## src/pkg/bsc_pkg.sv

```systemverilog
package bsc_pkg;

  // ----------------------------------------------------------------
  // Register numbers
  // ----------------------------------------------------------------
  localparam logic [15:0] REG_RSVD_ZERO      = 16'h0000;
  localparam logic [15:0] REG_FW_VERSION     = 16'h0001;
  localparam logic [15:0] REG_FW_REVISION    = 16'h0002;
  localparam logic [15:0] REG_FW_CHECK_HIGH  = 16'h0003;
  localparam logic [15:0] REG_FW_CHECK_LOW   = 16'h0004;
  localparam logic [15:0] REG_UNIT_ENABLE    = 16'h0005;
  localparam logic [15:0] REG_PREPURGE       = 16'h0006;
  localparam logic [15:0] REG_IGNITION       = 16'h0007;
  localparam logic [15:0] REG_INTERIGN_PURGE = 16'h0008;
  localparam logic [15:0] REG_WAIT           = 16'h0009;
  localparam logic [15:0] REG_IGN_RETRY      = 16'h000A;
  localparam logic [15:0] REG_WAIT_RETRY     = 16'h000B;
  localparam logic [15:0] REG_FLAME_PROVEN   = 16'h000C;
  localparam logic [15:0] REG_PILOT_REQ_EN   = 16'h000D;
  localparam logic [15:0] REG_THERMO_LIMIT   = 16'h000E;
  localparam logic [15:0] REG_RSVD_LAST      = 16'h0013;
  localparam logic [15:0] REG_STOP_CMD       = 16'h01F4;

  localparam int CFG_FIRST = 5;
  localparam int CFG_LAST  = 14;

  // ----------------------------------------------------------------
  // Values
  // ----------------------------------------------------------------
  localparam logic [15:0] STOP_PASSCODE  = 16'h5D6D;
  localparam logic [7:0]  NODE_MIN       = 8'h01;
  localparam logic [7:0]  NODE_MAX       = 8'hF7;
  localparam logic [7:0]  NODE_RST       = 8'h01;
  localparam logic [7:0]  EXC_NONE       = 8'h00;
  localparam logic [7:0]  EXC_ILL_ADDR   = 8'h02;
  localparam logic [7:0]  EXC_ILL_VALUE  = 8'h03;

  localparam int  CLK_HZ         = 125_000_000;
  localparam int  SECOND_S       = 1;
  localparam int  CYC_PER_SECOND = CLK_HZ * SECOND_S;

  // ----------------------------------------------------------------
  // Per-register reset value and legal range
  // ----------------------------------------------------------------
  function automatic logic [15:0] cfg_rst(input int idx);
    unique case (idx)
      6:       cfg_rst = 16'h0005;
      7:       cfg_rst = 16'h001E;
      8:       cfg_rst = 16'h000A;
      10, 11:  cfg_rst = 16'h0002;
      12:      cfg_rst = 16'h0003;
      14:      cfg_rst = 16'h0640;
      default: cfg_rst = 16'h0000;
    endcase
  endfunction : cfg_rst

  function automatic logic [15:0] cfg_min(input int idx);
    unique case (idx)
      7:       cfg_min = 16'h0001;
      14:      cfg_min = 16'h0064;
      default: cfg_min = 16'h0000;
    endcase
  endfunction : cfg_min

  function automatic logic [15:0] cfg_max(input int idx);
    unique case (idx)
      6:       cfg_max = 16'h0258;
      7:       cfg_max = 16'h003C;
      8:       cfg_max = 16'h000A;
      9:       cfg_max = 16'h0708;
      10, 11:  cfg_max = 16'h0003;
      12:      cfg_max = 16'h0005;
      14:      cfg_max = 16'h099C;
      default: cfg_max = 16'h0001;
    endcase
  endfunction : cfg_max

endpackage : bsc_pkg

```

## src/rtl/bsc_regs.sv

```systemverilog
module bsc_regs
  import bsc_pkg::*;
#(
  parameter logic [15:0] FW_VERSION    = 16'h0100,  // Arbitrary value
  parameter logic [15:0] FW_REVISION   = 16'h0001,  // Arbitrary value
  parameter logic [15:0] FW_CHECK_HIGH = 16'h0000,
  parameter logic [15:0] FW_CHECK_LOW  = 16'h0000,
  parameter int          CYC_SECOND    = CYC_PER_SECOND
) (
  input  wire logic        CLK,
  input  wire logic        RST_N,
  input  wire logic [7:0]  NODE_ADDR_CFG,
  input  wire logic        REQ_VALID,
  input  wire logic [7:0]  REQ_NODE,
  input  wire logic        REQ_WRITE,
  input  wire logic [15:0] REQ_ADDR,
  input  wire logic [15:0] REQ_WDATA,
  output logic             RSP_VALID,
  output logic [15:0]      RSP_RDATA,
  output logic [7:0]       RSP_EXC,
  output logic             STOP_CMD,
  input  wire logic        FLAME_DET,
  output logic             PILOT_PROVEN,
  output logic             UNIT_ENABLE,
  output logic [15:0]      PREPURGE_SEC,
  output logic [15:0]      IGNITION_SEC,
  output logic [15:0]      PURGE_SEC,
  output logic [15:0]      WAIT_SEC,
  output logic [15:0]      IGN_RETRY,
  output logic [15:0]      WAIT_RETRY,
  output logic [15:0]      FLAME_PROVEN_SEC,
  output logic             PILOT_REQ_EN,
  output logic [15:0]      THERMO_LIMIT
);

  // ----------------------------------------------------------------
  // Node address
  // ----------------------------------------------------------------
  logic [7:0] node_addr_r;
  logic [7:0] node_addr_nxt;
  wire        node_cfg_ok = (NODE_ADDR_CFG >= NODE_MIN) && (NODE_ADDR_CFG <= NODE_MAX);

  // Out-of-range setting falls back to default rather than going deaf
  assign node_addr_nxt = node_cfg_ok ? NODE_ADDR_CFG : NODE_RST;

  always_ff @(posedge CLK) begin
    if (!RST_N) node_addr_r <= NODE_RST;
    else        node_addr_r <= node_addr_nxt;
  end

  // ----------------------------------------------------------------
  // Request decode
  // ----------------------------------------------------------------
  function automatic logic value_ok(input logic [15:0] addr, input logic [15:0] d);
    logic ok;
    ok = 1'b0;
    if (addr == REG_THERMO_LIMIT)
      ok = ($signed(d) >= $signed(cfg_min(CFG_LAST))) &&
           ($signed(d) <= $signed(cfg_max(CFG_LAST)));
    else if (addr >= 16'(CFG_FIRST) && addr <= 16'(CFG_LAST))
      ok = (d >= cfg_min(int'(addr))) && (d <= cfg_max(int'(addr)));
    return ok;
  endfunction : value_ok

  wire req_hit  = REQ_VALID && (REQ_NODE == node_addr_r);
  wire is_cfg   = (REQ_ADDR >= 16'(CFG_FIRST)) && (REQ_ADDR <= 16'(CFG_LAST));
  wire is_stop  = (REQ_ADDR == REG_STOP_CMD);
  wire is_read  = (REQ_ADDR <= REG_RSVD_LAST);
  wire wr_hit   = req_hit && REQ_WRITE;
  wire val_ok   = value_ok(REQ_ADDR, REQ_WDATA);
  wire cfg_wr   = wr_hit && is_cfg && val_ok;
  wire stop_ok  = wr_hit && is_stop && (REQ_WDATA == STOP_PASSCODE);

  // ----------------------------------------------------------------
  // Configuration words
  // ----------------------------------------------------------------
  logic [15:0] cfg_r [CFG_FIRST:CFG_LAST];

  // Bad values are refused whole; the old setting stays in force
  for (genvar i = CFG_FIRST; i <= CFG_LAST; i++) begin : g_cfg
    always_ff @(posedge CLK) begin
      if (!RST_N)
        cfg_r[i] <= cfg_rst(i);
      else if (cfg_wr && REQ_ADDR == 16'(i))
        cfg_r[i] <= REQ_WDATA;
    end
  end

  assign UNIT_ENABLE      = cfg_r[5][0];
  assign PREPURGE_SEC     = cfg_r[6];
  assign IGNITION_SEC     = cfg_r[7];
  assign PURGE_SEC        = cfg_r[8];
  assign WAIT_SEC         = cfg_r[9];
  assign IGN_RETRY        = cfg_r[10];
  assign WAIT_RETRY       = cfg_r[11];
  assign FLAME_PROVEN_SEC = cfg_r[12];
  assign PILOT_REQ_EN     = cfg_r[13][0];
  assign THERMO_LIMIT     = cfg_r[14];

  // ----------------------------------------------------------------
  // Read data and answer
  // ----------------------------------------------------------------
  logic [15:0] rd_word;
  logic [7:0]  exc_nxt;

  always_comb begin
    rd_word = 16'h0000;
    if (REQ_ADDR == REG_FW_VERSION)          rd_word = FW_VERSION;
    else if (REQ_ADDR == REG_FW_REVISION)    rd_word = FW_REVISION;
    else if (REQ_ADDR == REG_FW_CHECK_HIGH)  rd_word = FW_CHECK_HIGH;
    else if (REQ_ADDR == REG_FW_CHECK_LOW)   rd_word = FW_CHECK_LOW;
    else if (is_cfg)                         rd_word = cfg_r[int'(REQ_ADDR)];
  end

  // Read-only words answer a write with an address error, never a store
  always_comb begin
    exc_nxt = EXC_NONE;
    if (REQ_WRITE) begin
      if (!is_cfg && !is_stop)                      exc_nxt = EXC_ILL_ADDR;
      else if (is_cfg && !val_ok)                   exc_nxt = EXC_ILL_VALUE;
      else if (is_stop && REQ_WDATA != STOP_PASSCODE) exc_nxt = EXC_ILL_VALUE;
    end else if (!is_read) begin
      exc_nxt = EXC_ILL_ADDR;
    end
  end

  logic        rsp_valid_r;
  logic [15:0] rsp_rdata_r;
  logic [7:0]  rsp_exc_r;
  logic        stop_r;

  always_ff @(posedge CLK) begin
    if (!RST_N) begin
      rsp_valid_r <= 1'b0;
      rsp_rdata_r <= 16'h0000;
      rsp_exc_r   <= EXC_NONE;
      stop_r      <= 1'b0;
    end else begin
      rsp_valid_r <= req_hit;
      stop_r      <= stop_ok;
      if (req_hit) begin
        rsp_rdata_r <= (REQ_WRITE || exc_nxt != EXC_NONE) ? 16'h0000 : rd_word;
        rsp_exc_r   <= exc_nxt;
      end
    end
  end

  assign RSP_VALID = rsp_valid_r;
  assign RSP_RDATA = rsp_rdata_r;
  assign RSP_EXC   = rsp_exc_r;
  assign STOP_CMD  = stop_r;

  // ----------------------------------------------------------------
  // Pilot flame proving timer
  // ----------------------------------------------------------------
  localparam int CW = $clog2(CYC_SECOND + 1);

  logic [CW-1:0] cyc_r;
  logic [2:0]    secs_r;
  logic          proven_r;
  wire           sec_tick = (cyc_r == CW'(CYC_SECOND - 1));
  wire           secs_met = {13'h0000, secs_r} >= cfg_r[12];

  // Any dropout of the flame restarts the whole proving interval
  always_ff @(posedge CLK) begin
    if (!RST_N || !FLAME_DET) begin
      cyc_r    <= '0;
      secs_r   <= 3'h0;
      proven_r <= 1'b0;
    end else begin
      cyc_r    <= sec_tick ? '0 : cyc_r + CW'(1);
      if (sec_tick && secs_r != 3'h7) secs_r <= secs_r + 3'h1;
      proven_r <= secs_met;
    end
  end

  assign PILOT_PROVEN = proven_r;
endmodule : bsc_regs

```

## config.mk

```make
export PLATFORM = sky130hd
export DESIGN_NAME = bsc_regs
export DESIGN_NICKNAME = d
export VERILOG_FILES = /design/src/pkg/bsc_pkg.sv /design/src/rtl/bsc_regs.sv
export SDC_FILE = /design/constraint.sdc
export NUM_CORES = 1
export LEC_CHECK = 0
export ABC_AREA = 1
export BUFFER_PORTS_ARGS = -buffer_cell sky130_fd_sc_hd__buf_2
export CAP_MARGIN = 10
export CORE_AREA = 2 2 148 150
export DETAILED_ROUTE_END_ITERATION = 8
export DIE_AREA = 0 0 150 152
export PLACE_DENSITY = 0.71
export SLEW_MARGIN = 30
export SYNTH_ARGS = -nofsm -noshare
export SYNTH_HDL_FRONTEND = slang
export SYNTH_SLANG_ARGS = --single-unit
```

## constraint.sdc

```tcl
create_clock -name CLK -period 6.3 [get_ports CLK]
set_input_delay 1.26 -clock CLK [delete_from_list [all_inputs] [get_ports CLK]]
set_output_delay 1.26 -clock CLK [all_outputs]
set_load 0.1 [all_outputs]
```

==> out/qor.txt <==
Tot Pwr -> 3370 uW
Final ANT Viol Nets -> 0
Leading post-synthesis cells by cell area -> edfxtp_1 46%, dfxtp_1 11%, nor2_1 6.9%, nand2_1 5.1%, nor3_2 3.5%
RSZ-0062 raised after global routing -> no
CP Capture Type -> register
CTS tree -> yes
Die width -> 150 um
Worst vdd ir -> 0.213 mV
Flops & latches, synth -> 219
Gr ovfl total -> 0
Clock transition at path regs -> 60 ps
Synth-to-Final Area Change -> 19.7%
Pwr/cell area -> 269 mW/mm^2
Register area share after synthesis -> 57.3%
Pin count of the biggest net entering global routing -> 61
Final Hold Vio Count -> 0
I/O pin count -> 210
Pre-antenna DRT Iters -> 5
Root Driver -> clkbuf_16
Synth Cell Area -> 0.0104 mm^2
Ys flop type -> edfxtp_1
Max-cap violations -> 0
R2R setup slack -> 3320 ps
Reg2reg start -> node_addr_r[4]
Vias in the first global route -> 8605
CTS Buf Count -> 23
CTS Hold Bufs -> 0
Vias per inst -> 5.60
EDFF count, synth -> 160
Worst Hold Path Cells -> 1
Initial core utilization -> 48.9%
Commonest non-fill, non-tap cell in the layout -> buf_2
Via count -> 9042
P_leak -> 0.00517 uW
Final Util -> 58.6%
Area after DPL -> 0.0118 mm^2
Syn Area/Cell -> 9.63 um^2
H-tree levels -> 1
Peak fanout along the critical path -> 19
Fraction of final layout cells with drive strength greater than 1 -> 23.2%
Crit path from -> REQ_ADDR[3]
Final Skew -> 24.6 ps
Post_cts resized -> 0
Sink Count -> 219
DRC violation total after the first TritonRoute iteration -> 965
# setup viols final -> 0
Setup crit start kind -> input port
Status -> finished, final reports clean
F_max -> 211 MHz
Die Area -> 0.0228 mm^2
Synth cell types -> 53
Clk_lat worst skew -> 530 ps
Yosys top cell area share -> 46.0%
Slew headroom -> 38.4%
Top cell type by total area after synthesis -> edfxtp_1
Worst Tran Pin Value -> 922 ps
Fin area -> 0.0125 mm^2
First-pass GRT wire length -> 48400 um
Syn Inst Count -> 1085
Nets -> 1391
Period utilization -> 75.2%
Post-CTS Setup Bufs -> 0
Die H -> 152 um
FF-to-FF End -> cfg_r[11][10]
Row count -> 54
Reg2Reg Depth -> 10
Final HPWL DP -> 23600 um
Core area -> 0.0214 mm^2
Post-synth ARST share -> 0%
Worst EP arrival -> 4900 ps
Drt drc -> 0
GRT Util Overall -> 27.9%
Fin Hold WS -> 452 ps
Sum Neg Setup Slack -> 0 ps
Most frequent cells in the layout -> 203 x buf_2, 190 x nor2_1, 160 x edfxtp_1, 142 x nand2_1, 94 x inv_1
Clock Tree Buf Depth -> 3
Min cycle time layout -> 4740 ps
Slew Viols, Final -> 0
Critical Path RT -> 6460 ps
IO Port Bufs -> 203
CP Class -> in2reg
Worst setup path end -> cfg_r[11][10]
Antenna diode count -> 0
Synth warn -> 0
Initial antenna violation count -> 0
Routed WL per cell -> 20.0 um
GP Congestion -> 0.908
Final wirelength -> 32300 um
Min-delay worst type -> reg2reg
-- critical path, cell delays in order --
cell     delay (ps)
buf_2           120
inv_2           150
nor2_1          120
buf_4           240
inv_1           100
nor2_1          480
nand2_1          90
nand2_1          90
inv_1            60
ha_1            290
nand2_1          80
inv_1            40
nand2_1          50
nand2_1          50
nand2_1          60
nand2_1          50
nand2_1          50
nand2_1          40
nand2_1          80
nand4_1          80
nand2_1          90
nand2_2          90
inv_4           150
nand3_2         330
nand2_1         660
-- power by group --
part	total, uW	switching (uW)	internal, uW
clock network	1230	554	677
logic	513	434	78.6
registers	1620	32.6	1590
-- worst min path at each step --
stage                        start       end  slack, ps
after global routing      cyc_r[0]  cyc_r[0]        470
after CTS                 cyc_r[0]  cyc_r[0]        450
final                     cyc_r[0]  cyc_r[0]        450
after detailed placement  cyc_r[0]  cyc_r[0]        440
after global placement    cyc_r[0]  cyc_r[0]        430
after floorplan           cyc_r[0]  cyc_r[0]        420
-- per-layer routing --
| layer | GRT usage [%] | vias up | share of wire (%) |
|---|---|---|---|
| li1 | - | 4201 | - |
| met1 | 39.0 | 4217 | 40 |
| met2 | 42.2 | 553 | 44 |
| met3 | 5.44 | 71 | 11 |
| met4 | 12.2 | 0 | 4.5 |
| met5 | 0 | - | 0 |
-- synthesized netlist by cell type, drive strengths merged, types with 2 or more instances --
cell / number
o21a: 3
o2111ai: 2
o21bai: 4
inv: 100
nand4: 26
nand2: 145
o22ai: 49
ha: 19
nor2: 200
o221ai: 2
nand3: 39
xor2: 10
clkbuf: 30
a21oi: 28
nor3: 78
a31oi: 2
a211oi: 2
nand3b: 3
o21ai: 38
o31ai: 17
nor4: 11
clkinv: 9
or2: 5
dfxtp: 59
nor3b: 8
a221oi: 2
o211ai: 3
buf: 17
xnor2: 3
edfxtp: 160
-- cells by family (layout without fill, tap and decap cells) --
kind of cell / count (synthesis) / count (layout) / share of synthesized area, %
and+or+nand+nor: 518 / 518 / 24.0
AOI/OAI and AO/OA: 159 / 159 / 9.37
xor gates and xnor gates: 13 / 13 / 1.09
DFF: 219 / 219 / 57.3
adders and majority gates: 19 / 19 / 2.28
other: 1 / 46 / 0.0359
buffers and inverters: 156 / 361 / 5.95
-- flip-flops by register name, summed over array words and instances, names as in the netlist --
register,count
RSP_EXC,2
RSP_VALID,1
node_addr_r,8
RSP_RDATA,16
secs_r,3
cyc_r,27
PILOT_PROVEN,1
cfg_r,160
STOP_CMD,1
-- layout make-up --
class,count,area (um^2)
fillers,1892,8840
flip-flops and latches,219,5990
multi-input cells,755,4020
repair buffers,211,1080
clock buffers,30,602
inverters,109,412
well taps,280,350
clock inverters,11,65.1
-- through the flow --
stage / worst slack, ps / cells
2_1_floorplan: 1480 / 1130
3_3_place_gp: 1230 / 1574
3_5_place_dp: 1120 / 1574
4_1_cts: 1660 / 1615
5_1_grt: 1230 / 1615
6_report: 1560 / 1615
No activity file was read; power rests on OpenSTA's default activity.
